<file path="src/hdl/dic_defs.vh">
// Offsets, field positions, reset values and timing counts for the data interface clocking block
`ifndef DIC_DEFS_VH
`define DIC_DEFS_VH
// Register offsets (byte addresses on the plain port)
`define DIC_ADDR_CLK_CONTROL 8'h20
`define DIC_ADDR_FORMAT 8'h21
`define DIC_ADDR_DIVIDER 8'h22
`define DIC_ADDR_PHASE 8'h23
`define DIC_ADDR_UPDATE 8'h24
// Field positions
`define DIC_BIT_INVERT 4
`define DIC_BIT_WIDTH 4
`define DIC_BIT_COMPLEX 3
`define DIC_LAT_MSB 2
`define DIC_LAT_LSB 0
`define DIC_DIV_MSB 6
`define DIC_DIV_LSB 4
`define DIC_SMP_MSB 7
`define DIC_SMP_LSB 4
`define DIC_SNC_MSB 3
`define DIC_SNC_LSB 0
`define DIC_BIT_UPDATE 7
// Fixed readback and reset values
`define DIC_FIXED_FIXED_READBACK_BITS 4'hF
`define DIC_RST_FORMAT 8'h00
`define DIC_RST_DIV 3'h0
`define DIC_RST_PHASE 8'h00
// Divider codes
`define DIC_DIV_OFF 3'h0
`define DIC_DIV_16 3'h1
`define DIC_DIV_32 3'h2
`define DIC_DIV_64 3'h4
// Half periods and last counts, in source clock cycles
`define DIC_HALF_16 6'h08
`define DIC_HALF_32 6'h10
`define DIC_HALF_64 6'h20
`define DIC_LAST_16 6'h0F
`define DIC_LAST_32 6'h1F
`define DIC_LAST_64 6'h3F
// Phase step shift: one sixteenth of the output period
`define DIC_SHIFT_16 2'h0
`define DIC_SHIFT_32 2'h1
`define DIC_SHIFT_64 2'h2
`endif

</file>
<file path="src/hdl/dic_top.v">
// Data interface clocking: format control, output clock divider, phase select and frame-sync latency
//
// Contract
// - Word width bit picks 8 or 16 bits
// - Complex bit picks real or complex samples
// - Three-bit field sets frame-sync turnaround delay
// - Code n starts sampling at edge n+1
// - Divider codes: off, /16, /32, /64
// - Divider register low nibble reads 1111
// - Bits 7:4 select sampling clock phase
// - Each phase step delays one sixteenth period
// - Sync clock placed on one of sixteen phases
// - Divider and phase settings apply on update bit rise; invert takes effect on write
// - Invert bit drives output clock inverted
`timescale 1ns/1ns
`default_nettype none
`include "dic_defs.vh"

module dic_top #(
  parameter DATA_W = 16
) (
  input wire clock_i,
  input wire resetn_i,
  // Register port
  input wire [7:0] reg_addr_i,
  input wire [7:0] reg_wdata_i,
  input wire reg_write_i,
  input wire reg_read_i,
  output wire [7:0] reg_rdata_o,
  // Host link
  input wire frame_sync_i,
  input wire [DATA_W-1:0] sample_data_i,
  output wire data_clock_out_o,
  // Datapath side
  output wire word_width_select_o,
  output wire complex_select_o,
  output wire sampling_active_o,
  output wire sampling_clock_o,
  output wire datapath_sync_clock_o,
  output wire [DATA_W-1:0] sample_word_o,
  output wire sample_valid_o,
  output wire sample_is_q_o
);

  // Software visible registers
  reg invert_reg; // Output clock invert
  reg [7:0] format_reg; // Width, complex, latency
  reg [2:0] div_shadow_reg; // Divider code as written
  reg [7:0] phase_shadow_reg; // Phase codes as written
  reg update_reg; // Update bit readback
  reg [7:0] rdata_reg; // Read data, one cycle after strobe

  // Settings in force after an update
  reg [2:0] div_act_reg;
  reg [3:0] smp_phase_reg;
  reg [3:0] snc_phase_reg;

  // Divider state
  reg [5:0] cnt_reg; // Position inside one output period
  reg dco_reg; // Output clock flop
  reg en; // Divider running
  reg [5:0] half; // First count of the low half
  reg [5:0] last; // Last count of a period
  reg [1:0] shift; // Phase step size as a shift
  wire rise_evt; // Internal output clock rising edge
  wire [5:0] smp_pos; // Count where sampling clock fires
  wire [5:0] snc_pos; // Count where sync clock fires

  // Frame sync synchroniser and filter
  reg fs_s1_reg;
  reg fs_s2_reg;
  reg fs_s3_reg;
  reg fs_state_reg; // Filtered frame sync level
  reg [3:0] lat_cnt_reg; // Remaining edges before sampling
  reg active_reg; // Sampling running

  // Data pipeline, kept level with the frame sync path
  reg [DATA_W-1:0] d_s1_reg;
  reg [DATA_W-1:0] d_s2_reg;
  reg [DATA_W-1:0] d_s3_reg;

  // Datapath outputs
  reg smp_clk_reg;
  reg snc_clk_reg;
  reg [DATA_W-1:0] word_reg;
  reg valid_reg;
  reg is_q_reg;

  // Update strobe: write of a one while the readback bit is zero
  wire upd_write;
  wire upd_rise;
  assign upd_write = reg_write_i && (reg_addr_i == `DIC_ADDR_UPDATE);
  assign upd_rise = upd_write && reg_wdata_i[`DIC_BIT_UPDATE] && !update_reg;

  // Register writes
  always @(posedge clock_i)
  begin
    if (!resetn_i)
    begin
      invert_reg <= 1'b0;
      format_reg <= `DIC_RST_FORMAT;
      div_shadow_reg <= `DIC_RST_DIV;
      phase_shadow_reg <= `DIC_RST_PHASE;
    end
    else if (reg_write_i)
    begin
      case (reg_addr_i)
        `DIC_ADDR_CLK_CONTROL: invert_reg <= reg_wdata_i[`DIC_BIT_INVERT];
        // Only the width, complex and latency bits live here
        `DIC_ADDR_FORMAT: format_reg <= {3'h0, reg_wdata_i[4:0]};
        // Held in shadow until the update bit rises
        `DIC_ADDR_DIVIDER: div_shadow_reg <= reg_wdata_i[`DIC_DIV_MSB:`DIC_DIV_LSB];
        `DIC_ADDR_PHASE: phase_shadow_reg <= reg_wdata_i;
        default:
        begin
          // Update address is handled in the next block; other addresses are not mapped; writes are dropped
        end
      endcase
    end
  end

  // Update bit and the settings in force
  always @(posedge clock_i)
  begin
    if (!resetn_i)
    begin
      update_reg <= 1'b0;
      div_act_reg <= `DIC_RST_DIV;
      smp_phase_reg <= 4'h0;
      snc_phase_reg <= 4'h0;
    end
    else if (upd_rise)
    begin
      // Applied at once, so readback shows one in the next read
      update_reg <= 1'b1;
      div_act_reg <= div_shadow_reg;
      smp_phase_reg <= phase_shadow_reg[`DIC_SMP_MSB:`DIC_SMP_LSB];
      snc_phase_reg <= phase_shadow_reg[`DIC_SNC_MSB:`DIC_SNC_LSB];
    end
    else if (upd_write && !reg_wdata_i[`DIC_BIT_UPDATE])
    begin
      // Writing zero re-arms the next update
      update_reg <= 1'b0;
    end
  end

  // Register reads, answered in the following cycle only
  always @(posedge clock_i)
  begin
    if (!resetn_i)
    begin
      rdata_reg <= 8'h00;
    end
    else if (reg_read_i)
    begin
      case (reg_addr_i)
        `DIC_ADDR_CLK_CONTROL: rdata_reg <= {3'h0, invert_reg, 4'h0};
        `DIC_ADDR_FORMAT: rdata_reg <= format_reg;
        // Low nibble is wired to fixed_readback_bits whatever was written
        `DIC_ADDR_DIVIDER: rdata_reg <= {1'b0, div_shadow_reg, `DIC_FIXED_FIXED_READBACK_BITS};
        `DIC_ADDR_PHASE: rdata_reg <= phase_shadow_reg;
        `DIC_ADDR_UPDATE: rdata_reg <= {update_reg, 7'h00};
        // Unmapped addresses read as zero
        default: rdata_reg <= 8'h00;
      endcase
    end
    else
    begin
      // Data stand for one cycle only
      rdata_reg <= 8'h00;
    end
  end

  // Divider decode; invalid codes are treated as off so the pin stays quiet
  always @*
  begin
    en = 1'b1;
    half = `DIC_HALF_16;
    last = `DIC_LAST_16;
    shift = `DIC_SHIFT_16;
    case (div_act_reg)
      `DIC_DIV_16:
      begin
        half = `DIC_HALF_16;
        last = `DIC_LAST_16;
        shift = `DIC_SHIFT_16;
      end
      `DIC_DIV_32:
      begin
        half = `DIC_HALF_32;
        last = `DIC_LAST_32;
        shift = `DIC_SHIFT_32;
      end
      `DIC_DIV_64:
      begin
        half = `DIC_HALF_64;
        last = `DIC_LAST_64;
        shift = `DIC_SHIFT_64;
      end
      // Off and the codes the host must not use
      default: en = 1'b0;
    endcase
  end

  // The period is sixteen phase steps, so a step is period / 16 cycles
  assign smp_pos = {2'h0, smp_phase_reg} << shift;
  assign snc_pos = {2'h0, snc_phase_reg} << shift;
  assign rise_evt = en && (cnt_reg == 6'h00);

  // Period counter; restarts on an update so the new rate starts clean
  always @(posedge clock_i)
  begin
    if (!resetn_i)
    begin
      cnt_reg <= 6'h00;
    end
    else if (upd_rise || !en || (cnt_reg >= last))
    begin
      cnt_reg <= 6'h00;
    end
    else
    begin
      cnt_reg <= cnt_reg + 6'h01;
    end
  end

  // Output clock: high half first, then low; static when stopped
  always @(posedge clock_i)
  begin
    if (!resetn_i)
    begin
      dco_reg <= 1'b0;
    end
    else if (en)
    begin
      dco_reg <= (cnt_reg < half) ^ invert_reg;
    end
    else
    begin
      // Holding the idle level keeps the host from seeing edges
      dco_reg <= invert_reg;
    end
  end

  // Frame sync: three flops, a change counts when the last two agree;
  // data take the same three stages so they line up with frame sync
  always @(posedge clock_i)
  begin
    if (!resetn_i)
    begin
      fs_s1_reg <= 1'b0;
      fs_s2_reg <= 1'b0;
      fs_s3_reg <= 1'b0;
      fs_state_reg <= 1'b0;
      d_s1_reg <= {DATA_W{1'b0}};
      d_s2_reg <= {DATA_W{1'b0}};
      d_s3_reg <= {DATA_W{1'b0}};
    end
    else
    begin
      fs_s1_reg <= frame_sync_i;
      fs_s2_reg <= fs_s1_reg;
      fs_s3_reg <= fs_s2_reg;
      d_s1_reg <= sample_data_i;
      d_s2_reg <= d_s1_reg;
      d_s3_reg <= d_s2_reg;
      if (fs_s2_reg == fs_s3_reg)
      begin
        fs_state_reg <= fs_s3_reg;
      end
    end
  end

  // Latency: count output clock rises after frame sync falls
  always @(posedge clock_i)
  begin
    if (!resetn_i)
    begin
      lat_cnt_reg <= 4'h0;
      active_reg <= 1'b0;
    end
    else if (fs_state_reg)
    begin
      // Frame sync high: stop and wait for its fall
      lat_cnt_reg <= {1'b0, format_reg[`DIC_LAT_MSB:`DIC_LAT_LSB]} + 4'h1;
      active_reg <= 1'b0;
    end
    else if (rise_evt && (lat_cnt_reg != 4'h0))
    begin
      lat_cnt_reg <= lat_cnt_reg - 4'h1;
      if (lat_cnt_reg == 4'h1)
      begin
        // Edge n+1 reached; sampling begins
        active_reg <= 1'b1;
      end
    end
  end

  // Phase-placed sampling and sync clocks, one pulse per period
  always @(posedge clock_i)
  begin
    if (!resetn_i)
    begin
      smp_clk_reg <= 1'b0;
      snc_clk_reg <= 1'b0;
    end
    else
    begin
      smp_clk_reg <= en && (cnt_reg == smp_pos);
      snc_clk_reg <= en && (cnt_reg == snc_pos);
    end
  end

  // Sample capture on the sampling phase while active
  always @(posedge clock_i)
  begin
    if (!resetn_i)
    begin
      word_reg <= {DATA_W{1'b0}};
      valid_reg <= 1'b0;
      is_q_reg <= 1'b0;
    end
    else if (active_reg && en && (cnt_reg == smp_pos))
    begin
      valid_reg <= 1'b1;
      if (format_reg[`DIC_BIT_WIDTH])
      begin
        word_reg <= d_s3_reg;
      end
      else
      begin
        // Narrow words: upper bits forced to zero
        word_reg <= {{(DATA_W-8){1'b0}}, d_s3_reg[7:0]};
      end
      // Complex samples alternate I then Q; real fixed_readback_bits are all I
      is_q_reg <= format_reg[`DIC_BIT_COMPLEX] && valid_reg && !is_q_reg;
    end
    else
    begin
      if (!active_reg)
      begin
        // A new frame always opens on I
        is_q_reg <= 1'b0;
        valid_reg <= 1'b0;
      end
    end
  end

  // Output wiring; every output is a flop
  assign reg_rdata_o = rdata_reg;
  assign data_clock_out_o = dco_reg;
  assign word_width_select_o = format_reg[`DIC_BIT_WIDTH];
  assign complex_select_o = format_reg[`DIC_BIT_COMPLEX];
  assign sampling_active_o = active_reg;
  assign sampling_clock_o = smp_clk_reg;
  assign datapath_sync_clock_o = snc_clk_reg;
  assign sample_word_o = word_reg;
  assign sample_valid_o = valid_reg;
  assign sample_is_q_o = is_q_reg;

endmodule
`default_nettype wire

</file>
<file path="config.mk">
export PLATFORM = sky130hd
export DESIGN_NAME = dic_top
export DESIGN_NICKNAME = d
export VERILOG_FILES = /design/src/hdl/dic_top.v
export VERILOG_INCLUDE_DIRS = /design/src /design/src/hdl
export SDC_FILE = /design/constraint.sdc
export NUM_CORES = 1
export LEC_CHECK = 0
export BUFFER_PORTS_ARGS = -buffer_cell sky130_fd_sc_hd__buf_4
export CAP_MARGIN = 40
export CORE_MARGIN = 4
export CORE_UTILIZATION = 61
export DETAILED_ROUTE_END_ITERATION = 10
export PLACE_DENSITY_LB_ADDON = 0.2
export SLEW_MARGIN = 10
export SYNTH_ARGS = -nofsm -noshare
export SYNTH_HDL_FRONTEND = slang
export SYNTH_SLANG_ARGS = --single-unit
</file>
<file path="constraint.sdc">
create_clock -name clock_i -period 5.8 [get_ports clock_i]
set_input_delay 1.16 -clock clock_i [delete_from_list [all_inputs] [get_ports clock_i]]
set_output_delay 1.16 -clock clock_i [all_outputs]
set_load 0.02 [all_outputs]
</file>
==> impl_metrics.csv, run 1 <==
group,metric,value,unit
place,hpwl,6460,um
clocking,path_clk_slew,0.06,ns
sta,setup_viol,0,
logic_synthesis,synth.distinct_cells,56,
die,io_pins,69,
critical_path,crit_chain,"or3b_1 -> a21oi_1 -> or3_1 -> o2111ai_1 -> nor3_4 -> buf_8 -> mux2i_1",
critical_path,cp-end-kind,"register",
detailed_routing,post_drt_via_cell_ratio,5.36,
place,portBuffers,68,
clocking,clock_latency,0.51,ns
logic_synthesis,synth_area_leaders,"dfxtp_1 50%, mux2i_1 10%, and2_1 6.9%, nor2b_1 4.2%, nand2_1 3.6%",
logic_synthesis,yosysWarnings,0,
die,die_area,0.00949,mm2
sta,worst_pin_slew,0.710,ns
logic_synthesis,ys_seq_area_share,49.6,%
grt,antenna_found_initial,0,
logic_synthesis,yosysTopAreaCellShare,49.6,%
die,core,0.00777,mm2
flow_run,max-cap-violations,0,
critical_path,path_class,"register to register",
detailed_routing,final_antenna_net_count,0,
critical_path,r2r_cells,7,
die,initial_core_util,62.8,%
clocking,cts_setup_buffers,0,
clocking,cts_tree,"yes",
sta,whs,0.430,ns
die,die_w,97.4,um
detailed_routing,wire_per_inst,15.4,um
final_layout,final_common_cell,"dfxtp_1",
clocking,clk_path_buf_depth,2,
detailed_routing,wl,10200,um
critical_path,required,6.23,ns
detailed_routing,firstDrtPassIters,4,
critical_path,max_stage_delay,0.77,ns
logic_synthesis,ys.flop_type,"dfxtp_1",
final_layout,final_area,0.00596,mm2
sta,finClkSkew,0.00875,ns
logic_synthesis,synth_cells,490,
power,ir_drop,0.203,mV
place,routabilityCongestion,0.938,
final_layout,register_area,0.00242,mm2
logic_synthesis,netlist_area,0.00488,mm2
logic_synthesis,synth_top_cell_by_area,"dfxtp_1",
clocking,clock_sinks,121,
final_layout,area_delta_synth_final,22.1,%
logic_synthesis,synth_edf_count,0,
hold_path,hold_depth,1,
critical_path,path_max_fanout,24,
logic_synthesis,syn-mean-instance-area,9.96,um2
final_layout,fin_nets,590,
sta,layout_min_cycle_time,2.78,ns
critical_path,cpMaxStageDelayCell,"dfxtp_1",
sta,fmax,0.360,GHz
final_layout,final_layout_size_suffix_gt1_share,19.4,%
grt,grt_overflow,0,
clocking,clockRootBuffer,"clkbuf_8",
grt,grt_max_degree,81,
die,row_count,32,
detailed_routing,first_iter_violations,120,
logic_synthesis,synthArstFlopShare,0,%
sta,slew_headroom,52.7,%
final_layout,layout_common_cells,"121 x dfxtp_1, 68 x buf_4, 54 x and2_1",
sta,hold_viol,0,
critical_path,arrival,3.20,ns
logic_synthesis,syn-num-nets,535,
place,dpl_cell_area,0.00538,mm2
clocking,htree_levels,4,
clocking,numCtsBuffers,17,
sta,maxSlewViolCount,0,
power,leakage,2.38,nW
critical_path,startpoint_type,"register",
grt,grt_pass1_wl,16700,um
hold_path,hold_path_class,"register to register",
power,power_density,322,mW/mm2
clocking,ctsResizeCount,0,
final_layout,multi_input_area,0.00225,mm2
final_layout,n_antenna_cell,0,
die,die_y,97.4,um
sta,tns,0,ns
detailed_routing,vias,3529,
sta,fin_crit_sh,47.9,%
final_layout,n_fill_cell,528,
status,status,"complete, no violations",
grt,grt.total_usage,21.7,%
grt,grt_pass1_vias,3528,
clocking,hold_buffers,0,
sta,rsz0062_at_grt,"no",
detailed_routing,drcViolationCount,0,
logic_synthesis,ys_ff_latch,121,
final_layout,finalCoreUtilization,76.7,%
[stage by stage]
stage,setup slack [ns],total power [mW],std cells
floorplan,3.11,0.892,490
global placement,2.70,0.915,626
detailed placement,2.65,0.919,628
CTS,3.05,1.93,659
global route,2.83,1.98,659
finish,3.02,1.92,659
[path summary, 6_finish.rpt]
kind         slack (ns)      startpoint               end
max                3.02  div_act_reg[2]  sample_word_o[2]
min                0.43    d_s1_reg[15]      d_s2_reg[15]
min reg2reg        0.43    d_s1_reg[15]      d_s2_reg[15]
max reg2reg        3.02  div_act_reg[2]  sample_word_o[2]
[cell families after synthesis]
| group | synth area share [%] |
|---|---|
| XOR/XNOR | 2.69 |
| AND/OR/NAND/NOR | 22.6 |
| buffers and inverters | 4.31 |
| adder cells (fa/ha/maj) | 2.05 |
| multiplexers | 10.8 |
| AO/OA/AOI/OAI | 7.90 |
| flip-flops | 49.6 |
[critical path, delay by kind of cell (launching register included)]
kind	cells	cell delay [ns]
buf+inv	1	0.23
flops	1	0.77
simple gates	3	1.03
mux	1	0.21
compound gates	2	0.45
[power breakdown]
| part | leakage [nW] | internal [mW] | switching (mW) | total, mW |
|---|---|---|---|---|
| logic | 1.13 | 0.0290 | 0.0232 | 0.0523 |
| clock network | 0.271 | 0.619 | 0.398 | 1.02 |
| registers | 0.983 | 0.846 | 0.00375 | 0.849 |
| total | 2.38 | 1.49 | 0.425 | 1.92 |
[synth_stat cells, types with 6 or more instances]
cell,n
a21oi_1,17
and2_1,54
buf_2,6
clkbuf_1,21
dfxtp_1,121
ha_1,8
inv_1,10
mux2i_1,49
nand2_1,47
nand3_1,9
nor2_1,20
nor2b_1,33
o21ai_0,11
xnor2_1,11
[cell type report]
class,instances,area share [%]
Clock buffer,17,6.95
Clock inverter,14,2.73
Inverter,10,0.630
Multi-Input combinational cell,325,37.7
Sequential cell,121,40.7
Tap cell,102,2.14
Timing Repair Buffer,70,9.16
[metal layers]
layer  share of wire [%]  global-route usage (%)
met5                   0                       0
met4                 2.5                    8.52
met3                 5.8                    6.17
met2                  49                    36.2
met1                  43                    26.5
Power figures use the tool's default switching activity.
==> run 2, diff against run 1 <==
--- a/config.mk
+++ b/config.mk
@@ -9,7 +9,7 @@
 export BUFFER_PORTS_ARGS = -buffer_cell sky130_fd_sc_hd__buf_4
 export CAP_MARGIN = 40
 export CORE_MARGIN = 4
-export CORE_UTILIZATION = 61
+export CORE_UTILIZATION = 57
 export DETAILED_ROUTE_END_ITERATION = 10
 export PLACE_DENSITY_LB_ADDON = 0.2
 export SLEW_MARGIN = 10
==> constraint.sdc (replaced) <==
create_clock -name clock_i -period 2.7 [get_ports clock_i]
set_input_delay 0.54 -clock clock_i [delete_from_list [all_inputs] [get_ports clock_i]]
set_output_delay 0.54 -clock clock_i [all_outputs]
set_load 0.02 [all_outputs]
==> run 2 against run 1 <==
  * Maximum frequency is 13% higher
  * Flip-flop and latch count stayed put
  * Power is 120% higher
  * Critical path depth stayed put
  * Die area is 6.4% higher
  * Largest power group unchanged
  * Clock power is 120% higher
  * Highest routed layer unchanged
==> impl_metrics.csv, run 2 (same netlist as run 1, synthesis figures left out) <==
group,metric,value,unit
critical_path,r2r_slack,0.24,ns
detailed_routing,wl,9540,um
critical_path,rr_endpoint,"cnt_reg[5]",
clocking,hold_buffers,0,
clocking,clk_path_buf_depth,2,
clocking,htree_levels,4,
critical_path,r2r_cells,7,
place,hpwl,6290,um
final_layout,fin_nets,594,
detailed_routing,firstDrtPassIters,4,
die,core,0.00826,mm2
power,power,4.21,mW
die,die_area,0.0101,mm2
place,pre_cts_slack,0.232,ns
sta,fin_crit_sh,91.0,%
clocking,cts_tree,"yes",
die,die_w,101,um
critical_path,required,3.14,ns
hold_path,hold_path_class,"input pin to register",
detailed_routing,first_iter_violations,167,
clocking,numCtsBuffers,17,
grt,grt_overflow,0,
critical_path,path_max_fanout,18,
final_layout,final_common_cell,"dfxtp_1",
critical_path,cp-end-kind,"register",
detailed_routing,post_drt_via_cell_ratio,5.22,
power,power_density,700,mW/mm2
grt,antenna_found_initial,0,
flow_run,max-cap-violations,0,
die,io_pins,69,
detailed_routing,final_antenna_net_count,0,
sta,fmax,0.407,GHz
final_layout,n_fill_cell,582,
final_layout,area_delta_synth_final,23.2,%
clocking,clock_sinks,121,
place,dpl_cell_area,0.00541,mm2
sta,layout_min_cycle_time,2.46,ns
final_layout,n_antenna_cell,0,
critical_path,reg2reg_from,"div_act_reg[0]",
detailed_routing,vias,3481,
clocking,path_clk_slew,0.06,ns
final_layout,layout_common_cells,"120 x dfxtp_1, 73 x buf_4, 54 x and2_1",
clocking,cts_setup_buffers,0,
critical_path,startpoint_type,"register",
grt,grt_max_degree,61,
grt,grt_pass1_vias,3335,
clocking,clockRootBuffer,"clkbuf_8",
die,row_count,33,
sta,maxSlewViolCount,0,
sta,finClkSkew,0.0104,ns
hold_path,holdPathEnd,"d_s1_reg[11]",
critical_path,crit_chain,"o21ba_2 -> nand2_1 -> ha_1 -> a41oi_1 -> o21ai_0 -> or4_1 -> nor2_1",
critical_path,arrival,2.90,ns
sta,slew_headroom,63.6,%
place,portBuffers,68,
power,ir_drop,0.431,mV
final_layout,multi_input_area,0.00225,mm2
status,status,"complete, no violations",
sta,tns,0,ns
grt,grt.total_usage,19.7,%
die,initial_core_util,59.1,%
final_layout,final_layout_size_suffix_gt1_share,20.3,%
hold_path,min_from,"sample_data_i[11]",
sta,worst_slack,0.243,ns
sta,hold_viol,0,
clocking,ctsResizeCount,0,
grt,grt_pass1_wl,15600,um
critical_path,max_stage_delay,0.66,ns
detailed_routing,drcViolationCount,0,
sta,rsz0062_at_grt,"no",
sta,whs,0.232,ns
hold_path,hold_depth,2,
critical_path,cpMaxStageDelayCell,"dfxtp_1",
die,die_y,101,um
power,leakage,2.43,nW
sta,worst_pin_slew,0.545,ns
final_layout,final_area,0.00601,mm2
critical_path,cp_top_family,"simple AND/OR/NAND/NOR gates",
place,routabilityCongestion,0.892,
clocking,clock_latency,0.51,ns
detailed_routing,wire_per_inst,14.3,um
final_layout,register_area,0.00242,mm2
critical_path,cp.buffers_inverters,0,
critical_path,path_class,"register to register",
sta,setup_viol,0,
[run 2: routing by layer]
layer	global-route usage [%]	part of all wire, %	vias up
met5	0	0	-
met4	7.56	0.82	0
met1	26.3	46	1602
met2	30.3	47	102
li1	-	-	1770
met3	5.54	5.8	7
[run 2: power by group]
part           leakage [nW]  switching [mW]  total, mW  internal (mW)
sequential            0.984         0.00725       1.82           1.82
clock                 0.293           0.848       2.27           1.43
combinational          1.15          0.0485      0.110         0.0614
total                  2.43           0.904       4.21           3.30
[run 2: how the worst max path moves through the flow]
stage	start	end	slack (ns)	cells past startpoint
final	div_act_reg[0]	cnt_reg[5]	0.24	7
after global routing	div_act_reg[0]	cnt_reg[2]	0.04	7
after CTS	div_act_reg[1]	cnt_reg[5]	0.21	7
after detailed placement	div_act_reg[1]	cnt_reg[5]	0.23	7
after global placement	div_act_reg[1]	cnt_reg[2]	0.35	7
after floorplan	div_act_reg[0]	cnt_reg[2]	0.62	9
[run 2: final cells by class]
cell class,count,share of cell area [%]
clock buffers,17,6.89
clock inverters,15,3.16
inverters,10,0.624
multi-input cells,325,37.4
flip-flops and latches,121,40.3
well taps,105,2.19
repair buffers,74,9.45
[run 2: stage by stage]
step | utilization, % | cells
floorplan | - | 490
global placement | 65.5 | 635
detailed placement | 65.5 | 635
CTS | 72.8 | 667
global route | 72.8 | 667
finish | 72.8 | 667
==> run 3, diff against run 2 <==
--- a/config.mk
+++ b/config.mk
@@ -6,6 +6,7 @@
 export SDC_FILE = /design/constraint.sdc
 export NUM_CORES = 1
 export LEC_CHECK = 0
+export ABC_AREA = 1
 export BUFFER_PORTS_ARGS = -buffer_cell sky130_fd_sc_hd__buf_4
 export CAP_MARGIN = 40
 export CORE_MARGIN = 4
==> run 3 against run 2 <==
  * Highest routed layer unchanged
  * Count of clock-buffer cells in the layout increased by 2
  * Die area increased by 1.6%
  * Critical endpoint is now sample_word_o[15]
  * Critical path depth increased by 4
  * Area after synthesis increased by 1.7%
  * Cell count increased by 26%
==> impl_metrics.csv, run 3 <==
group,metric,value,unit
logic_synthesis,yosysWarnings,0,
critical_path,max_stage_delay,0.36,ns
grt,grt_max_degree,75,
logic_synthesis,synth_cells,658,
detailed_routing,first_iter_violations,224,
sta,fin_crit_sh,76.9,%
clocking,clock_latency,0.52,ns
sta,tns,0,ns
logic_synthesis,yosysMostFrequentCell,"nand2_1",
final_layout,layout_common_cells,"166 x nand2_1, 121 x dfxtp_1, 101 x inv_1",
critical_path,crit_chain,"inv_2 -> nand3_4 -> inv_2 -> nand3_1 -> nand3_1 -> nand2_1 -> nor2_2 -> nand4_4 -> nand2_1 -> nand2_1 -> nor2_1",
hold_path,hold_depth,3,
die,core,0.00834,mm2
clocking,ctsResizeCount,0,
sta,whs,0.204,ns
status,status,"complete, no violations",
final_layout,multi_input_area,0.00200,mm2
logic_synthesis,ys_ff_latch,121,
clocking,clock_sinks,121,
die,initial_core_util,59.5,%
die,die_w,101,um
clocking,htree_levels,4,
sta,finClkSkew,0.00861,ns
final_layout,fin_nets,770,
grt,grt_pass1_wl,18400,um
flow_run,max-cap-violations,0,
clocking,hold_buffers,0,
sta,hold_viol,0,
clocking,clk_path_buf_depth,2,
grt,grt_overflow,0,
logic_synthesis,synthTopCellsByCount,"166 x nand2_1, 121 x dfxtp_1, 101 x inv_1",
logic_synthesis,ys_seq_area_share,48.8,%
logic_synthesis,netlist_area,0.00496,mm2
die,die_y,101,um
detailed_routing,final_antenna_net_count,0,
power,p_switching,0.923,mW
power,power_frac_comb,2.8,%
critical_path,path_class,"register to register",
logic_synthesis,synth.distinct_cells,38,
logic_synthesis,synth_top_cell_by_area,"dfxtp_1",
sta,fmax,0.482,GHz
final_layout,n_antenna_cell,0,
logic_synthesis,syn-num-nets,703,
grt,antenna_found_initial,0,
critical_path,required,3.14,ns
power,ir_drop,0.497,mV
final_layout,area_delta_synth_final,22.3,%
place,portBuffers,68,
detailed_routing,post_drt_via_cell_ratio,5.03,
critical_path,arrival,2.52,ns
logic_synthesis,synthArstFlopShare,0,%
clocking,path_clk_slew,0.06,ns
power,leakage,3.03,nW
final_layout,final_layout_size_suffix_gt1_share,17.3,%
die,die_area,0.0103,mm2
logic_synthesis,yosysTopAreaCellShare,48.8,%
detailed_routing,vias,4240,
critical_path,cpMaxStageDelayCell,"dfxtp_1",
sta,rsz0062_at_grt,"no",
grt,grt_pass1_vias,4062,
critical_path,startpoint_type,"register",
die,row_count,33,
detailed_routing,drcViolationCount,0,
die,io_pins,69,
critical_path,path_max_fanout,25,
sta,maxSlewViolCount,0,
final_layout,register_area,0.00242,mm2
clocking,cts_setup_buffers,0,
critical_path,r2r_cells,11,
sta,worst_pin_slew,0.657,ns
logic_synthesis,syn-mean-instance-area,7.54,um2
power,power_density,673,mW/mm2
final_layout,final_common_cell,"nand2_1",
power,pwr-share-seq,44.7,%
critical_path,cp_common_cell,"nand2_1",
sta,slew_headroom,56.2,%
detailed_routing,wl,10800,um
grt,grt.total_usage,22.4,%
detailed_routing,wire_per_inst,12.8,um
place,hpwl,7340,um
sta,setup_viol,0,
hold_path,hold_path_class,"input pin to register",
power,clkPwrFrac,52.5,%
logic_synthesis,synth_edf_count,0,
clocking,clockRootBuffer,"clkbuf_8",
logic_synthesis,ys.flop_type,"dfxtp_1",
clocking,numCtsBuffers,17,
clocking,cts_tree,"yes",
logic_synthesis,synth_area_leaders,"dfxtp_1 49%, nand2_1 13%, inv_1 7.6%, nor2_1 5.0%, a21oi_1 4.4%",
power,p_int,3.16,mW
place,routabilityCongestion,0.910,
detailed_routing,firstDrtPassIters,8,
power,swShare,22.6,%
sta,layout_min_cycle_time,2.08,ns
final_layout,n_fill_cell,619,
critical_path,cp-end-kind,"register",
## run 3: cell count changes after synthesis, sizes merged, moves of 12 or more
cell	change
inv	+97
nand2	+124
nor2b	-33
a21oi	+27
nor2	+52
nand3	+38
nand4	+12
and2	-54
mux2i	-49
## run 3: layout make-up
cell class / instances / area share (%)
clock inverter: 13 / 2.25
sequential: 121 / 39.9
inverter: 109 / 6.78
tap: 105 / 2.16
clock buffer: 19 / 7.28
timing repair buffer: 70 / 8.66
multi-input combinational: 406 / 33.0
## run 3: worst paths after layout
kind	to	start	slack, ns
setup / recovery	sample_word_o[15]	div_act_reg[0]	0.62
hold / removal	d_s1_reg[6]	sample_data_i[6]	0.20
setup reg to reg	sample_word_o[15]	div_act_reg[0]	0.62
hold reg to reg	d_s3_reg[11]	d_s2_reg[11]	0.41
## run 3: worst max-delay path, delay by kind of cell (launching register included)
kind                   cells  cell delay, ns
buffers and inverters      2            0.33
AND/OR/NAND/NOR            9            1.32
flip-flops                 1            0.36
## run 3: cell families after synthesis
kind of cell / synth area share [%]
buffers and inverters: 10.9
and+or+nand+nor: 28.2
AOI/OAI and AO/OA: 8.52
xor gates and xnor gates: 1.59
adders and majority gates: 2.02
DFF: 48.8
## run 3: power groups by stage
stage	registers [mW]	logic [mW]	clock network, mW
5_1_grt	1.83	0.131	2.26
4_1_cts	1.83	0.116	2.17
2_1_floorplan	1.86	0.0572	0
6_report	1.83	0.116	2.14
3_5_place_dp	1.86	0.113	0
3_3_place_gp	1.86	0.110	0
## run 3: metrics by stage
stage	power, mW	setup WS [ns]	instances	utilization, %	cell area, um2
after global routing	4.22	0.317	843	72.8	6070
after global placement	1.97	0.523	811	65.8	5490
after floorplan	1.92	0.961	658	-	4960
final	4.08	0.623	843	72.8	6070
after CTS	4.12	0.627	843	72.8	6070
after detailed placement	1.98	0.449	811	65.8	5490
## run 3: metal layers
metal	global-route usage, %	routed length [um]
met1	29.0	5030
met2	35.5	5040
met3	6.06	566
met4	9.10	162
met5	0	0
